$ cat config.mk
export PLATFORM = sky130hd
export DESIGN_NAME = acs_sequencer
export DESIGN_NICKNAME = d
export VERILOG_FILES = /design/src/include/acs_pkg.sv /design/src/hdl/acs_period_div.sv /design/src/hdl/acs_sequencer.sv
export SDC_FILE = /design/constraint.sdc
export NUM_CORES = 1
export LEC_CHECK = 0
export ABC_AREA = 1
export BUFFER_PORTS_ARGS = -buffer_cell sky130_fd_sc_hd__buf_2
export CORE_ASPECT_RATIO = 1.75
export CORE_UTILIZATION = 30
export CTS_CLUSTER_SIZE = 20
export DETAILED_ROUTE_END_ITERATION = 6
export PLACE_DENSITY = 0.52
export SYNTH_ARGS = -nofsm -noshare
export SYNTH_HDL_FRONTEND = slang
export SYNTH_HIERARCHICAL = 1
export SYNTH_SLANG_ARGS = --single-unit
export TNS_END_PERCENT = 100
$ cat constraint.sdc
create_clock -name CLK -period 2.8 [get_ports CLK]
set_input_delay 0.56 -clock CLK [delete_from_list [all_inputs] [get_ports CLK]]
set_output_delay 0.56 -clock CLK [all_outputs]
set_load 0.05 [all_outputs]
$ cat src/include/acs_pkg.sv
// package: constants and types for the converter calibration sequencer
package acs_pkg;
   // apb register byte offsets
   localparam logic [7:0]  REG_CTRL      = 8'h00;  // mode field and start
   localparam logic [7:0]  REG_STATUS    = 8'h04;  // sequencer state, ready flag
   localparam logic [7:0]  REG_DATA      = 8'h08;  // data output register
   localparam logic [7:0]  REG_OFFSET    = 8'h0C;  // offset coefficient
   localparam logic [7:0]  REG_POSFS     = 8'h10;  // positive full-scale coefficient
   localparam logic [7:0]  REG_NEGFS     = 8'h14;  // negative full-scale coefficient
   localparam logic [7:0]  REG_PERIOD    = 8'h18;  // conversion period in clocks
   // field positions
   localparam int          CTRL_MODE_LSB = 0;      // op_mode_select in bits 2:0
   localparam int          CTRL_GAIN_LSB = 4;      // input_gain_amp code in bits 6:4
   // reset values
   localparam logic [23:0] OFFSET_RST    = 24'h000000;
   localparam logic [23:0] POSFS_RST     = 24'h800000;
   localparam logic [23:0] NEGFS_RST     = 24'h800000;
   localparam logic [15:0] PERIOD_RST    = 16'h0064;  // clocks per conversion period
   // step lengths in conversion periods
   localparam logic [2:0]  SETTLE_CNV    = 3'h3;   // conversion and the steps of multi-step modes, except the system gain tail
   localparam logic [2:0]  SETTLE_SYS    = 3'h4;   // single system calibrations
   localparam logic [2:0]  SETTLE_ONE    = 3'h1;   // tail of system gain
   // mode codes
   localparam logic [2:0]  MD_CONV       = 3'h0;
   localparam logic [2:0]  MD_SELF       = 3'h1;
   localparam logic [2:0]  MD_SYS_OFF    = 3'h2;
   localparam logic [2:0]  MD_SYS_POS    = 3'h3;
   localparam logic [2:0]  MD_SYS_NEG    = 3'h4;
   localparam logic [2:0]  MD_OFF_IGAIN  = 3'h5;
   localparam logic [2:0]  MD_SYS_GAIN   = 3'h6;
   // analog input routing
   typedef enum logic [1:0] {
      ACS_IN_EXT, ACS_IN_SHORT, ACS_IN_REF_POS, ACS_IN_REF_NEG
   } acs_route_t;
   // sequencer states
   typedef enum logic [3:0] {
      ACS_IDLE, ACS_CONV, ACS_OFF, ACS_POS, ACS_NEG, ACS_TAIL,
      ACS_GAIN_NEG, ACS_GAIN_POS, ACS_DONE
   } acs_state_t;
endpackage

$ cat src/hdl/acs_period_div.sv
// conversion period divider: one-cycle tick every period_len clocks
`timescale 1ns/1ps
module acs_period_div (
   input  wire logic        clk,
   input  wire logic        nrst,
   input  wire logic        restart,    // realign to a new step
   input  wire logic [15:0] period_len, // clocks per conversion period
   output logic             tick        // one-cycle pulse at period end
);
   logic [15:0] cnt_ff;  // clocks elapsed in current period

   // count up, pulse at the end; a zero length behaves as one clock
   always_ff @(posedge clk or negedge nrst) begin
      if (!nrst) begin
         cnt_ff <= 16'h0000;
         tick   <= 1'b0;
      end else if (restart) begin
         cnt_ff <= 16'h0000;
         tick   <= 1'b0;
      end else if (cnt_ff + 16'h0001 >= period_len) begin
         cnt_ff <= 16'h0000;
         tick   <= 1'b1;
      end else begin
         cnt_ff <= cnt_ff + 16'h0001;
         tick   <= 1'b0;
      end
   end
endmodule

$ cat src/hdl/acs_sequencer.sv
// calibration sequencer for the sigma-delta converter, with apb registers
// Overview of operation
// - conversion: ready low after three periods
// - conversion never writes coefficients; corrects results
// - self offset: short inputs, three periods, write
// - then reference across modulator, write positive
// - reverse reference, three periods, write negative
// - three more periods, then ready low
// - system offset: store input, ready after four
// - system positive: store input, ready after four
// - system negative: store input, ready after four
// - offset/internal gain: offset, positive, negative, tail
// - system gain: negative, reverse, then positive
// - one more period, then ready low
// - mode field codes select the operation
// - ready returns high after data read
`timescale 1ns/1ps
module acs_sequencer (
   input  wire logic        CLK,
   input  wire logic        NRST,
   input  wire logic        PSEL,
   input  wire logic        PENABLE,
   input  wire logic        PWRITE,
   input  wire logic [7:0]  PADDR,
   input  wire logic [31:0] PWDATA,
   output logic [31:0]      PRDATA,
   output logic             PREADY,
   output logic             PSLVERR,
   input  wire logic        SAMPLE_VALID,       // filter word ready, one pulse
   input  wire logic [23:0] SAMPLE_DATA,        // raw filter word
   output logic [1:0]       INPUT_ROUTE,        // analog switch setting
   output logic             RESULT_VALID_N      // data-ready, active low
);
   logic [2:0]  op_mode_select_ff;  // mode field
   logic [2:0]  gain_ff;            // input_gain_amp code, stored only
   logic [15:0] period_ff;          // clocks per conversion period
   logic [23:0] offset_ff;          // offset coefficient
   logic [23:0] posfs_ff;           // positive full-scale coefficient
   logic [23:0] negfs_ff;           // negative full-scale coefficient
   logic [23:0] data_ff;            // data output register
   logic [23:0] raw_ff;             // latest raw filter word
   logic [2:0]  pcnt_ff;            // periods elapsed in the step
   logic        start_ff;           // pulse: mode field written
   acs_pkg::acs_state_t state_ff;   // sequencer state
   acs_pkg::acs_route_t route_ff;   // switch setting before the output register
   logic        tick;               // end of a conversion period
   logic        step_done;          // step has run its length
   logic [2:0]  step_len;           // periods for current step
   logic        apb_wr, apb_rd;
   logic        data_read;          // complete read of the data register

   // a transfer completes in its first access cycle; no wait states
   assign apb_wr    = PSEL && PENABLE && PWRITE;
   assign apb_rd    = PSEL && PENABLE && !PWRITE;
   assign data_read = apb_rd && (PADDR == acs_pkg::REG_DATA);

   // decode used by the error answer only; the read mux has its own case
   function automatic logic addr_known(input logic [7:0] a);
      addr_known = (a == acs_pkg::REG_CTRL)   || (a == acs_pkg::REG_STATUS) ||
                   (a == acs_pkg::REG_DATA)   || (a == acs_pkg::REG_OFFSET) ||
                   (a == acs_pkg::REG_POSFS)  || (a == acs_pkg::REG_NEGFS)  ||
                   (a == acs_pkg::REG_PERIOD);
   endfunction

   // divider realigns only at a mode start; step ends fall on a tick, so a restart
   // there would stretch every later step by one clock
   acs_period_div u_div (
      .clk        (CLK),
      .nrst       (NRST),
      .restart    (start_ff),
      .period_len (period_ff),
      .tick       (tick)
   );

   // step length per state
   always_comb begin
      case (state_ff)
         acs_pkg::ACS_CONV: begin
            step_len = acs_pkg::SETTLE_CNV;
         end
         acs_pkg::ACS_OFF: begin
            step_len = (op_mode_select_ff == acs_pkg::MD_SELF ||
                        op_mode_select_ff == acs_pkg::MD_OFF_IGAIN) ?
                       acs_pkg::SETTLE_CNV : acs_pkg::SETTLE_SYS;
         end
         acs_pkg::ACS_POS, acs_pkg::ACS_NEG: begin
            step_len = (op_mode_select_ff == acs_pkg::MD_SYS_POS ||
                        op_mode_select_ff == acs_pkg::MD_SYS_NEG) ?
                       acs_pkg::SETTLE_SYS : acs_pkg::SETTLE_CNV;
         end
         acs_pkg::ACS_GAIN_NEG, acs_pkg::ACS_GAIN_POS: begin
            step_len = acs_pkg::SETTLE_CNV;
         end
         acs_pkg::ACS_TAIL: begin
            step_len = (op_mode_select_ff == acs_pkg::MD_SYS_GAIN) ?
                       acs_pkg::SETTLE_ONE : acs_pkg::SETTLE_CNV;
         end
         default: begin
            step_len = 3'h7;
         end
      endcase
   end

   assign step_done = tick && (pcnt_ff + 3'h1 >= step_len) &&
                      (state_ff != acs_pkg::ACS_IDLE) && (state_ff != acs_pkg::ACS_DONE);

   // period counter within a step
   always_ff @(posedge CLK or negedge NRST) begin
      if (!NRST) begin
         pcnt_ff <= 3'h0;
      end else if (start_ff || step_done) begin
         pcnt_ff <= 3'h0;
      end else if (tick && pcnt_ff != 3'h7) begin
         pcnt_ff <= pcnt_ff + 3'h1;
      end
   end

   // control registers written over apb; a mode write launches the sequence
   always_ff @(posedge CLK or negedge NRST) begin
      if (!NRST) begin
         op_mode_select_ff <= acs_pkg::MD_CONV;
         gain_ff           <= 3'h0;
         period_ff         <= acs_pkg::PERIOD_RST;
         start_ff          <= 1'b0;
      end else begin
         start_ff <= 1'b0;
         if (apb_wr && PADDR == acs_pkg::REG_CTRL) begin
            op_mode_select_ff <= PWDATA[acs_pkg::CTRL_MODE_LSB +: 3];
            gain_ff           <= PWDATA[acs_pkg::CTRL_GAIN_LSB +: 3];
            start_ff          <= 1'b1;
         end
         if (apb_wr && PADDR == acs_pkg::REG_PERIOD) begin
            period_ff <= PWDATA[15:0];
         end
      end
   end

   // sequencer: one state per measurement step
   always_ff @(posedge CLK or negedge NRST) begin
      if (!NRST) begin
         state_ff <= acs_pkg::ACS_IDLE;
         route_ff <= acs_pkg::ACS_IN_EXT;
      end else if (start_ff) begin
         // reserved code is not trapped; it simply parks the sequencer
         case (op_mode_select_ff)
            acs_pkg::MD_CONV: begin
               state_ff <= acs_pkg::ACS_CONV;
               route_ff <= acs_pkg::ACS_IN_EXT;
            end
            acs_pkg::MD_SELF: begin
               state_ff <= acs_pkg::ACS_OFF;
               route_ff <= acs_pkg::ACS_IN_SHORT;
            end
            acs_pkg::MD_SYS_OFF, acs_pkg::MD_OFF_IGAIN: begin
               state_ff <= acs_pkg::ACS_OFF;
               route_ff <= acs_pkg::ACS_IN_EXT;
            end
            acs_pkg::MD_SYS_POS: begin
               state_ff <= acs_pkg::ACS_POS;
               route_ff <= acs_pkg::ACS_IN_EXT;
            end
            acs_pkg::MD_SYS_NEG: begin
               state_ff <= acs_pkg::ACS_NEG;
               route_ff <= acs_pkg::ACS_IN_EXT;
            end
            acs_pkg::MD_SYS_GAIN: begin
               state_ff <= acs_pkg::ACS_GAIN_NEG;
               route_ff <= acs_pkg::ACS_IN_EXT;
            end
            default: begin
               state_ff <= acs_pkg::ACS_IDLE;
            end
         endcase
      end else if (step_done) begin
         case (state_ff)
            acs_pkg::ACS_CONV: begin
               state_ff <= acs_pkg::ACS_DONE;
            end
            acs_pkg::ACS_OFF: begin
               if (op_mode_select_ff == acs_pkg::MD_SYS_OFF) begin
                  state_ff <= acs_pkg::ACS_DONE;
               end else begin
                  state_ff <= acs_pkg::ACS_POS;
                  route_ff <= acs_pkg::ACS_IN_REF_POS;
               end
            end
            acs_pkg::ACS_POS: begin
               if (op_mode_select_ff == acs_pkg::MD_SYS_POS) begin
                  state_ff <= acs_pkg::ACS_DONE;
               end else begin
                  state_ff <= acs_pkg::ACS_NEG;
                  route_ff <= acs_pkg::ACS_IN_REF_NEG;
               end
            end
            acs_pkg::ACS_NEG: begin
               state_ff <= (op_mode_select_ff == acs_pkg::MD_SYS_NEG) ?
                           acs_pkg::ACS_DONE : acs_pkg::ACS_TAIL;
               route_ff <= acs_pkg::ACS_IN_EXT;
            end
            acs_pkg::ACS_GAIN_NEG: begin
               state_ff <= acs_pkg::ACS_GAIN_POS;
               route_ff <= acs_pkg::ACS_IN_REF_NEG;  // reference reversed internally
            end
            acs_pkg::ACS_GAIN_POS: begin
               state_ff <= acs_pkg::ACS_TAIL;
               route_ff <= acs_pkg::ACS_IN_EXT;
            end
            acs_pkg::ACS_TAIL: begin
               state_ff <= acs_pkg::ACS_DONE;
            end
            default: begin
               state_ff <= acs_pkg::ACS_IDLE;
            end
         endcase
      end else if (state_ff == acs_pkg::ACS_DONE && SAMPLE_VALID &&
                   op_mode_select_ff == acs_pkg::MD_CONV) begin
         state_ff <= acs_pkg::ACS_DONE;  // stay and keep converting
      end
   end

   // latest raw filter word
   always_ff @(posedge CLK or negedge NRST) begin
      if (!NRST) begin
         raw_ff <= 24'h000000;
      end else if (SAMPLE_VALID) begin
         raw_ff <= SAMPLE_DATA;
      end
   end

   // coefficient writes: hardware step end wins over a same-cycle apb write
   always_ff @(posedge CLK or negedge NRST) begin
      if (!NRST) begin
         offset_ff <= acs_pkg::OFFSET_RST;
         posfs_ff  <= acs_pkg::POSFS_RST;
         negfs_ff  <= acs_pkg::NEGFS_RST;
      end else begin
         if (step_done && state_ff == acs_pkg::ACS_OFF) begin
            offset_ff <= raw_ff;
         end else if (apb_wr && PADDR == acs_pkg::REG_OFFSET) begin
            offset_ff <= PWDATA[23:0];
         end
         if (step_done && (state_ff == acs_pkg::ACS_POS ||
                           state_ff == acs_pkg::ACS_GAIN_POS)) begin
            posfs_ff <= raw_ff;
         end else if (apb_wr && PADDR == acs_pkg::REG_POSFS) begin
            posfs_ff <= PWDATA[23:0];
         end
         if (step_done && (state_ff == acs_pkg::ACS_NEG ||
                           state_ff == acs_pkg::ACS_GAIN_NEG)) begin
            negfs_ff <= raw_ff;
         end else if (apb_wr && PADDR == acs_pkg::REG_NEGFS) begin
            negfs_ff <= PWDATA[23:0];
         end
      end
   end

   // output data: offset-corrected word, coefficients untouched here
   always_ff @(posedge CLK or negedge NRST) begin
      if (!NRST) begin
         data_ff <= 24'h000000;
      end else if (step_done || (state_ff == acs_pkg::ACS_DONE && SAMPLE_VALID &&
                                 op_mode_select_ff == acs_pkg::MD_CONV)) begin
         // gain slope scaling belongs to the filter arithmetic outside this block
         data_ff <= raw_ff - offset_ff;
      end
   end

   // data-ready: low when a result lands, high after it is read; set wins
   always_ff @(posedge CLK or negedge NRST) begin
      if (!NRST) begin
         RESULT_VALID_N <= 1'b1;
      end else if ((step_done && (state_ff == acs_pkg::ACS_CONV ||
                    (state_ff == acs_pkg::ACS_OFF && op_mode_select_ff == acs_pkg::MD_SYS_OFF) ||
                    (state_ff == acs_pkg::ACS_POS && op_mode_select_ff == acs_pkg::MD_SYS_POS) ||
                    (state_ff == acs_pkg::ACS_NEG && op_mode_select_ff == acs_pkg::MD_SYS_NEG) ||
                    state_ff == acs_pkg::ACS_TAIL)) ||
                   (state_ff == acs_pkg::ACS_DONE && SAMPLE_VALID &&
                    op_mode_select_ff == acs_pkg::MD_CONV)) begin
         RESULT_VALID_N <= 1'b0;
      end else if (start_ff || (PREADY && data_read)) begin
         RESULT_VALID_N <= 1'b1;
      end
   end

   // registered outputs
   always_ff @(posedge CLK or negedge NRST) begin
      if (!NRST) begin
         INPUT_ROUTE <= 2'h0;
      end else begin
         INPUT_ROUTE <= route_ff;
      end
   end

   // apb answer: pready in access cycle, error for unmapped offsets
   always_ff @(posedge CLK or negedge NRST) begin
      if (!NRST) begin
         PREADY  <= 1'b0;
         PSLVERR <= 1'b0;
         PRDATA  <= 32'h00000000;
      end else begin
         PREADY  <= PSEL && !PENABLE;
         PSLVERR <= PSEL && !PENABLE && !addr_known(PADDR);
         PRDATA  <= 32'h00000000;
         if (PSEL && !PENABLE && !PWRITE) begin
            case (PADDR)
               acs_pkg::REG_CTRL:   PRDATA <= {25'h0, gain_ff, 1'b0, op_mode_select_ff};
               acs_pkg::REG_STATUS: PRDATA <= {23'h0, RESULT_VALID_N, 4'h0, state_ff};
               acs_pkg::REG_DATA:   PRDATA <= {8'h00, data_ff};
               acs_pkg::REG_OFFSET: PRDATA <= {8'h00, offset_ff};
               acs_pkg::REG_POSFS:  PRDATA <= {8'h00, posfs_ff};
               acs_pkg::REG_NEGFS:  PRDATA <= {8'h00, negfs_ff};
               acs_pkg::REG_PERIOD: PRDATA <= {16'h0000, period_ff};
               default:             PRDATA <= 32'h00000000;
            endcase
         end
      end
   end

   // checks
   conv_no_coef_a: assert property (@(posedge CLK) disable iff (!NRST)
      (state_ff == acs_pkg::ACS_CONV || op_mode_select_ff == acs_pkg::MD_CONV) && !apb_wr
      |=> $stable(offset_ff) && $stable(posfs_ff) && $stable(negfs_ff))
      else $error("coefficient changed in conversion mode");
   self_short_a: assert property (@(posedge CLK) disable iff (!NRST)
      start_ff && op_mode_select_ff == acs_pkg::MD_SELF |=> route_ff == acs_pkg::ACS_IN_SHORT)
      else $error("self offset step not shorted");
   pos_ref_a: assert property (@(posedge CLK) disable iff (!NRST)
      step_done && state_ff == acs_pkg::ACS_OFF && op_mode_select_ff == acs_pkg::MD_SELF
      |=> state_ff == acs_pkg::ACS_POS && route_ff == acs_pkg::ACS_IN_REF_POS)
      else $error("reference not applied after offset step");
   neg_ref_a: assert property (@(posedge CLK) disable iff (!NRST)
      step_done && state_ff == acs_pkg::ACS_POS && op_mode_select_ff != acs_pkg::MD_SYS_POS
      |=> route_ff == acs_pkg::ACS_IN_REF_NEG && posfs_ff == $past(raw_ff))
      else $error("reference not reversed after positive step");
   tail_ready_a: assert property (@(posedge CLK) disable iff (!NRST)
      step_done && state_ff == acs_pkg::ACS_TAIL |=> !RESULT_VALID_N)
      else $error("ready missing after tail");
   sys_off_a: assert property (@(posedge CLK) disable iff (!NRST)
      step_done && state_ff == acs_pkg::ACS_OFF && op_mode_select_ff == acs_pkg::MD_SYS_OFF
      |=> offset_ff == $past(raw_ff) && !RESULT_VALID_N)
      else $error("system offset not stored");
   gain_order_a: assert property (@(posedge CLK) disable iff (!NRST)
      step_done && state_ff == acs_pkg::ACS_GAIN_NEG
      |=> state_ff == acs_pkg::ACS_GAIN_POS && negfs_ff == $past(raw_ff))
      else $error("system gain order wrong");
   read_clear_a: assert property (@(posedge CLK) disable iff (!NRST)
      PREADY && data_read && !step_done && !SAMPLE_VALID |=> RESULT_VALID_N)
      else $error("ready not released after data read");
endmodule

Word-level counts from Yosys, hierarchy flattened. Index checks and enable logic that the tools add are counted.

$add $sub $neg: 3. $lt $le $gt $ge: 2. Equality and inequality tests: 25. Mux-type cells: 35. Reductions and logical operators: 65.

Operator list (number): 24-bit 2-to-1 mux (7); 24-bit case mux with 7 select lines (1); 16-bit 2-to-1 mux (2); 1-bit logical AND (26); 8-bit by 5-bit equality test with 1-bit output, second input constant (3); 4-bit 2-to-1 mux (6); 4-bit case mux with 6 select lines (1); 24-bit subtractor (1); 1-bit logical OR (18); 16-bit by 1-bit adder with 16-bit output, second input constant (1); 4-bit by 3-bit equality test with 1-bit output, second input constant (4); 8-bit by 4-bit equality test with 1-bit output, second input constant (2); 16-bit greater-or-equal comparator (1); 3-bit case mux with 5 select lines (1); 3-bit 2-to-1 mux (4); 3-bit case mux with 4 select lines (1); 2-bit nonzero test (6); 2-bit 2-to-1 mux (5); 3-bit equality test, second input constant (3); 3-bit != test, second input constant (3); 4-bit by 2-bit equality test with 1-bit output, second input constant (2); 8-bit by 3-bit equality test with 1-bit output, second input constant (1); 8-bit zero test (1); 2-bit case mux with 4 select lines (1); other kinds (19) (29).

Bits in registers: 206. Input port bits: 70. Output and inout bits: 37. Word-level logic and storage cells: 149.

Longest topological paths before layout. Gate-level depths: netlist of the first run.

Word-level depth: 11. Mapped depth: 19.

By module. The synthesis of the first run kept the hierarchy.

Modules (own cells, without submodules): acs_sequencer (times used 1, cells each 1422, area each 10540.1 um^2, sequential area each 4536.9 um^2); acs_period_div (times used 1, cells each 187, area each 1343.8 um^2, sequential area each 425.4 um^2).

Least setup slack after synthesis of the first run. No wires, ideal clock.

Path kind: register to register. Start: register state_ff[3]. End: register offset_ff[10]. Setup time: 0.125 ns. Data arrival time: 2.295 ns. Data required time: 2.675 ns. Path slack: 0.380 ns. Cell stages (with the launch flop): 17. Buffers on the path: 2. Cells stage by stage: dfrtp_1 > nor2_1 > inv_2 > nor2_4 > inv_2 > o21ai_0 > nor4_1 > ha_1 > nand2_1 > o211ai_2 > nand2_2 > nor2_4 > nand2_2 > buf_6 > buf_2 > nand3_1 > nand3_1.

Longest elaborated chain between the ends: 9. Elaborated cells on any way between the ends: 19. Those cells by class: order compare (1); eq/ne (8); mux (2); reduce/logical (8).

RTL lines: start, declared (RTL line acs_sequencer.sv:44) `acs_pkg::acs_state_t state_ff;`; start signal, assigned (RTL line acs_sequencer.sv:141) `state_ff <= acs_pkg::ACS_IDLE;`; start signal, assigned (RTL line acs_sequencer.sv:147) `state_ff <= acs_pkg::ACS_CONV;`; start signal, assigned (RTL line acs_sequencer.sv:151) `state_ff <= acs_pkg::ACS_OFF;`; 4-bit by 3-bit equality test with 1-bit output, or another cell as far along (RTL line acs_sequencer.sv:77) `case (state_ff)`; 3-bit OR reduction (no line) or 2-bit OR reduction (tied branches); 3-bit case mux with 4 select lines (RTL line acs_sequencer.sv:77); 3-bit greater-or-equal comparator (RTL line acs_sequencer.sv:104) `assign step_done = tick && (pcnt_ff + 3'h1 >= step_len) &&`; 1-bit logical AND (2 in a row) (RTL line acs_sequencer.sv:104); 1-bit logical AND (RTL line acs_sequencer.sv:105) `(state_ff != acs_pkg::ACS_IDLE) && (state_ff != acs_pkg::ACS_DONE);`; 1-bit logical AND * (RTL line acs_sequencer.sv:237) `if (step_done && state_ff == acs_pkg::ACS_OFF) begin`; 24-bit 2-to-1 mux or 2-bit nonzero test (tied branches); end signal, assigned (RTL line acs_sequencer.sv:233) `offset_ff <= acs_pkg::OFFSET_RST;`; end signal, assigned (RTL line acs_sequencer.sv:238) `offset_ff <= raw_ff;`; end signal, assigned (RTL line acs_sequencer.sv:240) `offset_ff <= PWDATA[23:0];`; end, declared (RTL line acs_sequencer.sv:37) `logic [23:0] offset_ff;`.

Mark *: on every way between the ends. The rest lies on a longest branch, timed or not. A chain may end at the register's enable or synchronous reset.

Worst setup path after layout of the first run.
Start: register state_ff[3]. End: register data_ff[7].

Longest elaborated chain between the ends: 8. Elaborated cells on any way between the ends: 20. Those cells by class: order compare (1); eq/ne (9); mux (1); reduce/logical (9).

RTL lines: 4-bit by 3-bit equality test with 1-bit output, or another cell as far along (RTL line acs_sequencer.sv:77); 3-bit OR reduction (no line) or 2-bit OR reduction (tied branches); 3-bit case mux with 4 select lines (RTL line acs_sequencer.sv:77); 3-bit greater-or-equal comparator (RTL line acs_sequencer.sv:104); 1-bit logical AND (2 in a row) (RTL line acs_sequencer.sv:104); 1-bit logical AND (RTL line acs_sequencer.sv:105); 1-bit logical OR * (RTL line acs_sequencer.sv:261) `end else if (step_done || (state_ff == acs_pkg::ACS_DONE && SAMPLE_VALID &&`; end signal, assigned (RTL line acs_sequencer.sv:264) `data_ff <= raw_ff - offset_ff;`; end, declared (RTL line acs_sequencer.sv:40) `logic [23:0] data_ff;`.

Marked as above.

==> results of run 1 <==
## Yosys cell counts (3+ instances only)
library cell	count
inv_1	177
o22ai_1	3
xnor2_1	6
a21oi_1	51
nor2_1	104
buf_1	3
nor2_4	8
nor2_2	3
nand3b_1	6
nand3_1	288
o21ai_1	19
mux2_2	22
inv_2	20
nor3_2	3
o21ai_0	33
nand2_2	8
dfrtp_1	192
nor3_1	8
ha_1	45
buf_4	17
nand2_1	464
nand4_1	42
dfstp_2	6
buf_6	5
clkbuf_1	11
buf_2	35
xor2_1	11
## area by class of cell
type	count	area [um2]	share of cell area [%]
clock buffer	19	443	3.17
sequential	198	4970	35.5
clock inverter	13	135	0.967
inverter	197	752	5.38
timing repair buffer	153	1160	8.33
tap	490	613	4.39
multi-input combinational	1150	5900	42.2
## sequential cells by signal (all words and copies together), names as in the netlist
signal,count
INPUT_ROUTE,2
PRDATA,24
PREADY,1
PSLVERR,1
RESULT_VALID_N,1
data_ff,24
gain_ff,3
negfs_ff,24
offset_ff,24
op_mode_select_ff,3
pcnt_ff,3
period_ff,16
posfs_ff,24
raw_ff,24
route_ff,2
start_ff,1
state_ff,4
u_div/cnt_ff,16
u_div/tick,1
## worst max-delay path, stage by stage (launching register included)
cell	delay, ps
dfrtp_2	480
inv_2	90
nand2_2	50
buf_4	140
nor3_1	270
nor4_2	90
ha_1	300
nand2_1	70
o211ai_2	170
nand2_2	100
nor2_4	180
inv_2	90
nand2_4	150
inv_6	70
clkbuf_16	160
nand2_1	50
o21ai_1	50
## worst max path at each step
stage,from,endpoint,cells past startpoint
floorplan,state_ff[3],offset_ff[10],16
global placement,state_ff[3],offset_ff[21],15
detailed placement,state_ff[3],offset_ff[21],15
CTS,op_mode_select_ff[1],offset_ff[6],16
global route,op_mode_select_ff[2],data_ff[6],18
finish,state_ff[3],data_ff[7],16
## kinds of logic (layout without fill, tap and decap cells)
family | Yosys count | after routing
other | 1 | 8
flip-flops | 198 | 198
XOR/XNOR | 18 | 18
buffers and inverters | 268 | 382
AND/OR/NAND/NOR | 940 | 940
multiplexers | 22 | 22
AO/OA/AOI/OAI | 116 | 116
adder cells (fa/ha/maj) | 46 | 46
## power by group
part / total, mW / internal, mW / switching [mW]
sequential: 4.11 / 3.60 / 0.503
clock: 2.52 / 1.28 / 1.24
combinational: 3.86 / 1.42 / 2.44
## routing by layer
layer | up-vias | share of wire, %
met5 | - | 0
met4 | 0 | 6.1
met3 | 118 | 3.3
met2 | 324 | 56
met1 | 5258 | 35
li1 | 5419 | -
## metrics by stage
| stage | std cells | instance area [um2] | hold WS [ps] | util (%) |
|---|---|---|---|---|
| after detailed placement | 2174 | 13100 | 369 | 33.5 |
| after global routing | 2220 | 14000 | 104 | 35.7 |
| after global placement | 2174 | 13100 | 369 | 33.5 |
| after floorplan | 1616 | 11900 | 264 | - |
| final | 2220 | 14000 | 71.7 | 35.7 |
| after CTS | 2206 | 13700 | 89.1 | 34.9 |
## timing repair
| action | CTS | global route |
|---|---|---|
| gates resized for setup | 0 | 44 |
| buffers inserted | 0 | 8 |
| endpoints found under the setup margin | 0 | 118 |
==> run metrics, run 1 <==
status=finished with violations; failing checks=DRC; mapped cell area=11900 um2; VDD IR max=0.394 mV; synthesized flop and latch total=198; n_diodes=0; WP data required=3150 ps; R2R depth=16; Placer Congestion=0.939; CTS buffer count=17; final setup fails=0; RSZ-0062 raised after global routing=true; P per Cell Area=750 nW/um2; share of cells above drive strength 1=16.4%; Die Wd=152 um; Ys Warns=6; Tmin final=2650 ps; Netlist cell types=42; Final ANT Viol Nets=0; commonest non-fill, non-tap cell in the layout=nand2_1; clk slew on worst S/H paths=80 ps; syn_area_per_cell=7.39 um2; pin count of the biggest net entering global routing=64; Syn Inst Count=1609; hold buffers post-CTS=0; placement row count=96; CP Launch Type=register; Fin. Hold Viols=0; TNS Setup=0 ps; vias in the first global route=10900; Tot Pwr=10.5 mW; worst skew pair latency=470 ps; clock sink total=198; multiplexer share of the synthesized area=2.08%; setup ws final=154 ps; fin nets=1833; Post-Synth Simple-Gate Area=35.0%; GR peak layer=met2; die area=40400 um2; commonest cells after routing, fill and taps aside=nand2_1 (457), nand3_1 (285), dfrtp_1 (188); Core ar.=39200 um2; H-tree depth=4; worst r2r src=state_ff[3]; Area contributors post-synth=dfrtp_1 (40%), nand2_1 (15%), nand3_1 (12%); GR Util met3=2.72%; maxcap violations=0; share of the synthesized area in the top cell type=40.4%; DR vias/cell=5.01; Worst Skew=15.0 ps; area grow syn2layout=17.6%; vias post-DR=11100; IO Pins=107; Total Routing Usage GR=20.0%; initial DRC count=670; Post-synth ARST share=100%; Synth Area in XOR/XNOR=1.39%; number of fill cells=4190; ys flop type=dfrtp_1; die height=265 um; first-pass iteration count of the detailed router=7; pre-CTS setup slack=49.2 ps; most area-hungry cell type in the Yosys netlist=dfrtp_1; Rel. slew slack=60.8%; Clock Root Buffer=clkbuf_16; EDFF count, synth=0; post-DP HPWL=30200 um; worst-margin pin slew=588 ps; # DRC=3; Critical Path AT=3000 ps; global route overflow=0; final wirelength=41400 um; Final Max Tran Viols=0; Reg2Reg Setup Slack=150 ps; Hold Crit Class=input port to async pin; I/O Buffers=90; met2 Use GR=39.0%; kind of critical path=register to register; met1 Resource Use GR=19.8%; antenna violations before repair=0; main combinational cell family by area after synthesis=simple AND/OR/NAND/NOR gates; CTS tree=yes; Adder-Cell Fraction of Synth Area=4.91%; Critical Path End Type=register; CTS max path bufs=2; Max Clk Rate=0.378 GHz; Initial Utilization=30.3%; capture point of the worst reg-to-reg path=data_ff[7]; Crit Path Max Fanout=6; compound-gate portion of the synthesized area=5.17%; Routed WL per cell=18.6 um; Seq/Total Area, Yosys=41.8%; Pleak=7.06 nW; first-pass GRT wire length=61100 um; period utilization=94.5%
No activity file was read; power rests on OpenSTA's default activity.
==> run 2: changes to the inputs <==
--- a/config.mk
+++ b/config.mk
@@ -11,7 +11,7 @@
 export CORE_UTILIZATION = 30
 export CTS_CLUSTER_SIZE = 20
 export DETAILED_ROUTE_END_ITERATION = 6
-export PLACE_DENSITY = 0.52
+export PLACE_DENSITY = 0.54
 export SYNTH_ARGS = -nofsm -noshare
 export SYNTH_HDL_FRONTEND = slang
 export SYNTH_HIERARCHICAL = 1
==> constraint.sdc (replaced) <==
create_clock -name CLK -period 2.1 [get_ports CLK]
set_input_delay 0.42 -clock CLK [delete_from_list [all_inputs] [get_ports CLK]]
set_output_delay 0.42 -clock CLK [all_outputs]
set_load 0.05 [all_outputs]
==> run 2 against run 1 <==
Effect of this change: the run ends with DRC, setup timing left; maximum frequency rose by 1.8%; highest routed layer unchanged; worst setup slack worse by 650 ps; sequential power increased by 33%; routed wire length grew 7.0%; clock power increased by 35%; largest cell class unchanged; cell count grew 4.9%; non-clock buffer count is 109 higher; die area stayed put; clock skew down 1.7 ps; via count grew 6.0%; critical path type unchanged; critical path depth stayed put; cell area increased by 14%.
==> run metrics, run 2 (synthesis results as in run 1) <==
non-filler cells, final=2329; worst skew pair latency=460 ps; WP data required=2430 ps; kind of critical path=register to register; first-pass iteration count of the detailed router=7; n_diodes=0; commonest cells after routing, fill and taps aside=nand2_1 (427), nand3_1 (233), dfrtp_1 (190); Rel. slew slack=63.1%; die area=40400 um2; DR vias/cell=5.06; share of cells above drive strength 1=27.7%; Fin. Hold Viols=0; vias post-DR=11800; IO Pins=107; initial DRC count=841; status=finished with violations; Critical Path AT=2930 ps; RSZ-0062 raised after global routing=true; post-DP HPWL=32500 um; placement row count=96; pin count of the biggest net entering global routing=57; global route overflow=0; worst-margin pin slew=552 ps; area grow syn2layout=34.0%; VDD IR max=0.461 mV; final wirelength=44300 um; Pleak=7.91 nW; fin nets=1942; commonest non-fill, non-tap cell in the layout=nand2_1; final setup fails=123; Crit Path Max Fanout=11; P per Cell Area=957 nW/um2; Placer Congestion=0.981; Total Routing Usage GR=21.4%; CTS max path bufs=2; Tmin final=2600 ps; first-pass GRT wire length=65400 um; placed cells=2265; crit-path leading delay family=simple AND/OR/NAND/NOR gates; Routed WL per cell=19.0 um; worst r2r src=state_ff[3]; maxcap violations=0; Hold Crit Class=input port to register; Max Clk Rate=0.385 GHz; Initial Utilization=30.3%; H-tree depth=4; CTS tree=yes; Die Wd=152 um; Final Max Tran Viols=0; # DRC=4; Final ANT Viol Nets=0; CTS buffer count=17; worst path cell trace=nor2_4 -> inv_2 -> nor2_4 -> inv_2 -> o21ai_2 -> nor4_2 -> ha_1 -> nand2_1 -> o211ai_2 -> nand2_2 -> nor2_4 -> buf_12 -> nand2_8 -> clkbuf_16 -> nand3_1 -> nand3_1; clock sink total=198; vias in the first global route=11800; min-delay src=PENABLE; antenna violations before repair=0; Crit. Startpoint=state_ff[3]; Clock Root Buffer=clkbuf_16; Worst Skew=13.3 ps; slowest stage cell, crit path=dfrtp_1; I/O Buffers=90; CP Launch Type=register; crit-path max cell delay=430 ps; WP buf/inv=4; setup ws final=-499 ps; die height=265 um; most used cell, CP=nor2_4; Critical Path End Type=register; Final Core Density=40.7%; period utilization=124%; number of fill cells=3975; clk slew on worst S/H paths=70 ps; Core ar.=39200 um2; failing checks=DRC, setup timing
## run 2: cell types whose count changed in the layout (fill, tap and decap cells not counted), sizes merged
cell         change
buf            +101
clkbuf           +8
clkinv           -2
clkinvlp         +1
dlygate4sd3      +1
## run 2: routing by layer
| metal | track usage (%) | routed length, um | share of wire, % |
|---|---|---|---|
| met1 | 20.6 | 15000 | 34 |
| met2 | 41.2 | 24100 | 54 |
| met3 | 2.41 | 1400 | 3.2 |
| met4 | 16.6 | 3710 | 8.4 |
| met5 | 0 | 0 | 0 |
## run 2: report_power, final
| group | internal, mW | switching (mW) |
|---|---|---|
| logic | 2.49 | 3.87 |
| registers | 4.80 | 0.680 |
| clock network | 1.75 | 1.64 |
## run 2: final timing paths
check / end / slack, ps / cells past startpoint
setup / recovery: offset_ff[6] / -500 / 16
setup reg to reg: offset_ff[6] / -500 / 16
max in group asynchronous: offset_ff[18] / 870 / 3
hold / removal: PSLVERR / 170 / 2
hold reg to reg: INPUT_ROUTE[0] / 410 / 0
min in group asynchronous: PSLVERR / 520 / 2
## run 2: worst reg2reg max path, cell delays in order, from the launching register on
cell	delay (ps)
dfrtp_1	430
nor2_4	150
inv_2	60
nor2_4	110
inv_2	60
o21ai_2	180
nor4_2	60
ha_1	300
nand2_1	60
o211ai_2	160
nand2_2	100
nor2_4	160
buf_12	150
nand2_8	130
clkbuf_16	220
nand3_1	80
nand3_1	70
## run 2: repair_timing
action / CTS / global route
buffers inserted: 8 / 8
setup endpoints to repair: 123 / 123
pin swaps: 43 / 26
gates cloned: 6 / 11
endpoints found under the hold margin: 45 / 0
hold buffers: 1 / 0
resized for setup: 116 / 114
## run 2: metrics by stage
stage	instance area, um2	setup slack (ps)	power [mW]	hold WS [ps]	TNS, ps
6_report	15900	-499	15.2	168	-49170
3_5_place_dp	13800	-569	10.8	372	-53420
5_1_grt	15900	-591	16.1	157	-63090
2_1_floorplan	12000	-247	8.77	124	-22300
4_1_cts	15100	-391	14.8	148	-40930
3_3_place_gp	13800	-503	10.7	367	-45770
## run 2: final cells by class
| type | count | area [um2] | area share [%] |
|---|---|---|---|
| clock inverters | 12 | 135 | 0.849 |
| well taps | 490 | 613 | 3.85 |
| inverters | 197 | 786 | 4.93 |
| repair buffers | 262 | 2310 | 14.5 |
| multi-input cells | 1150 | 6660 | 41.8 |
| flip-flops and latches | 198 | 4960 | 31.2 |
| clock buffers | 20 | 457 | 2.87 |
==> run 3: changes to the inputs <==
--- a/config.mk
+++ b/config.mk
@@ -6,14 +6,13 @@
 export NUM_CORES = 1
 export LEC_CHECK = 0
 export ABC_AREA = 1
-export BUFFER_PORTS_ARGS = -buffer_cell sky130_fd_sc_hd__buf_2
 export CORE_ASPECT_RATIO = 1.75
 export CORE_UTILIZATION = 30
 export CTS_CLUSTER_SIZE = 20
 export DETAILED_ROUTE_END_ITERATION = 6
-export PLACE_DENSITY = 0.54
+export DONT_BUFFER_PORTS = 1
+export PLACE_DENSITY = 0.51
 export SYNTH_ARGS = -nofsm -noshare
 export SYNTH_HDL_FRONTEND = slang
-export SYNTH_HIERARCHICAL = 1
 export SYNTH_SLANG_ARGS = --single-unit
 export TNS_END_PERCENT = 100
==> run 3 against run 2 <==
Effect of this change: the run ends with hold timing, setup timing left; synthesized area shrank 0.80%; combinational power shrank 76%; cell count shrank 5.7%; total power shrank 41%; critical path type unchanged; routed wire length shrank 0.58%; clock skew grew 2.8 ps; sequential share of layout area grew 2.4 points; register-to-register slack gained 50 ps; via count shrank 3.8%; clock power is essentially flat; non-clock buffer count shrank 114; largest cell class unchanged; clock-buffer cell count grew 2.
==> run metrics, run 3 <==
Hold Crit Class=input port to async pin; CTS buffer count=17; Ys Warns=0; setup ws final=-446 ps; Crit Path Max Fanout=6; kind of critical path=register to register; Final ANT Viol Nets=0; compound-gate portion of the synthesized area=6.56%; Max Clk Rate=0.393 GHz; multiplexer share of the synthesized area=2.20%; Post-Synth Simple-Gate Area=33.5%; Adder-Cell Fraction of Synth Area=4.95%; maxcap violations=0; synthesized flop and latch total=198; RSZ-0062 raised after global routing=true; H-tree depth=4; most area-hungry cell type in the Yosys netlist=dfrtp_1; area grow syn2layout=25.4%; status=finished with violations; I/O Buffers=0; worst skew pair latency=470 ps; Worst Skew=16.1 ps; R2R depth=18; count leader, synth=nand2_1; vias post-DR=11300; Critical Path AT=2940 ps; placement row count=95; capture point of the worst reg-to-reg path=negfs_ff[14]; Synth top cells by count=nand2_1 (430), nand3_1 (277), dfrtp_1 (192); worst-margin pin slew=953 ps; Area contributors post-synth=dfrtp_1 (41%), nand2_1 (14%), nand3_1 (12%); Pleak=7.30 nW; fin nets=1813; DP Area=13200 um2; share of cells above drive strength 1=21.4%; Placer Congestion=0.894; first-pass GRT wire length=64100 um; IO Pins=107; TNS Setup=-42990 ps; share of the synthesized area in the top cell type=40.8%; Core ar.=38500 um2; P per Cell Area=613 nW/um2; vias in the first global route=10900; Die Wd=152 um; Critical Path End Type=register; Netlist cell types=40; WP data required=2490 ps; Clock Root Buffer=clkbuf_16; commonest cells after routing, fill and taps aside=nand2_1 (393), nand3_1 (234), dfrtp_1 (185); hold slack final=-353 ps; initial DRC count=670; Reg2Reg Setup Slack=-450 ps; clk slew on worst S/H paths=80 ps; post-DP HPWL=32300 um; DR vias/cell=5.16; non-filler cells, final=2197; Final Core Density=38.4%; pin count of the biggest net entering global routing=199; main combinational cell family by area after synthesis=simple AND/OR/NAND/NOR gates; CTS tree=yes; ys flop type=dfrtp_1; mapped cell area=11800 um2; CP Launch Type=register; Seq/Total Area, Yosys=42.1%; die area=40100 um2; placed cells=2135; first-pass iteration count of the detailed router=6; failing checks=hold timing, setup timing; period utilization=121%; Fin. Hold Viols=193; antenna violations before repair=2; Final Max Tran Viols=0; global route overflow=0; final wirelength=44000 um; CTS max path bufs=2; number of fill cells=4059; # DRC=0; Post-synth ARST share=100%; syn_area_per_cell=7.39 um2; die height=264 um; Synth Area in XOR/XNOR=1.26%; VDD IR max=0.418 mV; Syn Inst Count=1596; worst r2r src=op_mode_select_ff[2]; clock sink total=198; Total Routing Usage GR=21.3%; Tmin final=2550 ps; Rel. slew slack=36.4%; Routed WL per cell=20.0 um; Initial Utilization=30.6%; commonest non-fill, non-tap cell in the layout=nand2_1; EDFF count, synth=0; Final Instance Area=14800 um2; final setup fails=123
## run 3: worst max-delay path, cell delays in order, from the launching register on
cell and delay (ps):
dfrtp_1 440, inv_2 60, nand2_2 90, nor2_4 50
nor2_1 170, nand2_2 80, o21ai_2 70, nor4_2 50
ha_1 290, nand2_1 50, o211ai_1 160, nand2_1 140
nor2_4 170, nand2_4 140, inv_4 110, buf_6 120
clkbuf_16 160, nand2_2 40, nand3_1 70
## run 3: layer usage
metal	vias up	wire, um	part of all wire (%)	track usage (%)
met5	-	0	0	0
met4	0	3560	8.1	17.2
met3	131	1950	4.4	3.53
met2	371	23200	53	38.7
met1	5436	15300	35	21.2
li1	5392	-	-	-
## run 3: cell families after synthesis
| logic type | Yosys count |
|---|---|
| fa+ha+maj | 46 |
| buf+inv | 261 |
| mux | 23 |
| compound gates | 149 |
| other cells | 1 |
| xor+xnor | 17 |
| simple gates | 901 |
| flops | 198 |
## run 3: worst max path at each step
| stage | start | end | slack, ps | cells after the start |
|---|---|---|---|---|
| CTS | state_ff[2] | negfs_ff[22] | -420 | 15 |
| global placement | state_ff[1] | negfs_ff[14] | -480 | 13 |
| global route | state_ff[3] | negfs_ff[14] | -570 | 19 |
| floorplan | state_ff[3] | negfs_ff[10] | -240 | 19 |
| finish | op_mode_select_ff[2] | negfs_ff[14] | -450 | 18 |
| detailed placement | op_mode_select_ff[1] | negfs_ff[17] | -500 | 16 |
## run 3: metrics by stage
| stage | hold WS, ps | setup WS [ps] | power (mW) |
|---|---|---|---|
| after floorplan | 124 | -242 | 4.98 |
| after global placement | 129 | -476 | 5.52 |
| after detailed placement | 132 | -497 | 5.54 |
| after CTS | -368 | -417 | 8.94 |
| after global routing | -369 | -570 | 9.43 |
| final | -353 | -446 | 9.06 |
## run 3: final cells by class
cell class | count | area [um2] | share of cell area (%)
diodes | 2 | 5.00 | 0.0338
well taps | 485 | 607 | 4.10
clock buffers | 22 | 454 | 3.07
multi-input cells | 1145 | 6450 | 43.7
inverters | 187 | 707 | 4.78
repair buffers | 148 | 1470 | 9.91
clock inverters | 10 | 123 | 0.829
flip-flops and latches | 198 | 4970 | 33.6
## run 3: what timing repair did
action | CTS | global route
pin swaps | 0 | 49
endpoints found under the hold margin | 198 | 198
cloned | 1 | 11
gates resized for setup | 21 | 147
setup buffers | 7 | 9
setup endpoints to repair | 123 | 123
## run 3: report_power, final
group          switching [mW]  total [mW]  internal (mW)
clock                    1.60        3.41           1.80
combinational           0.863        1.52          0.653
sequential              0.169        4.14           3.97
total                    2.63        9.06           6.43
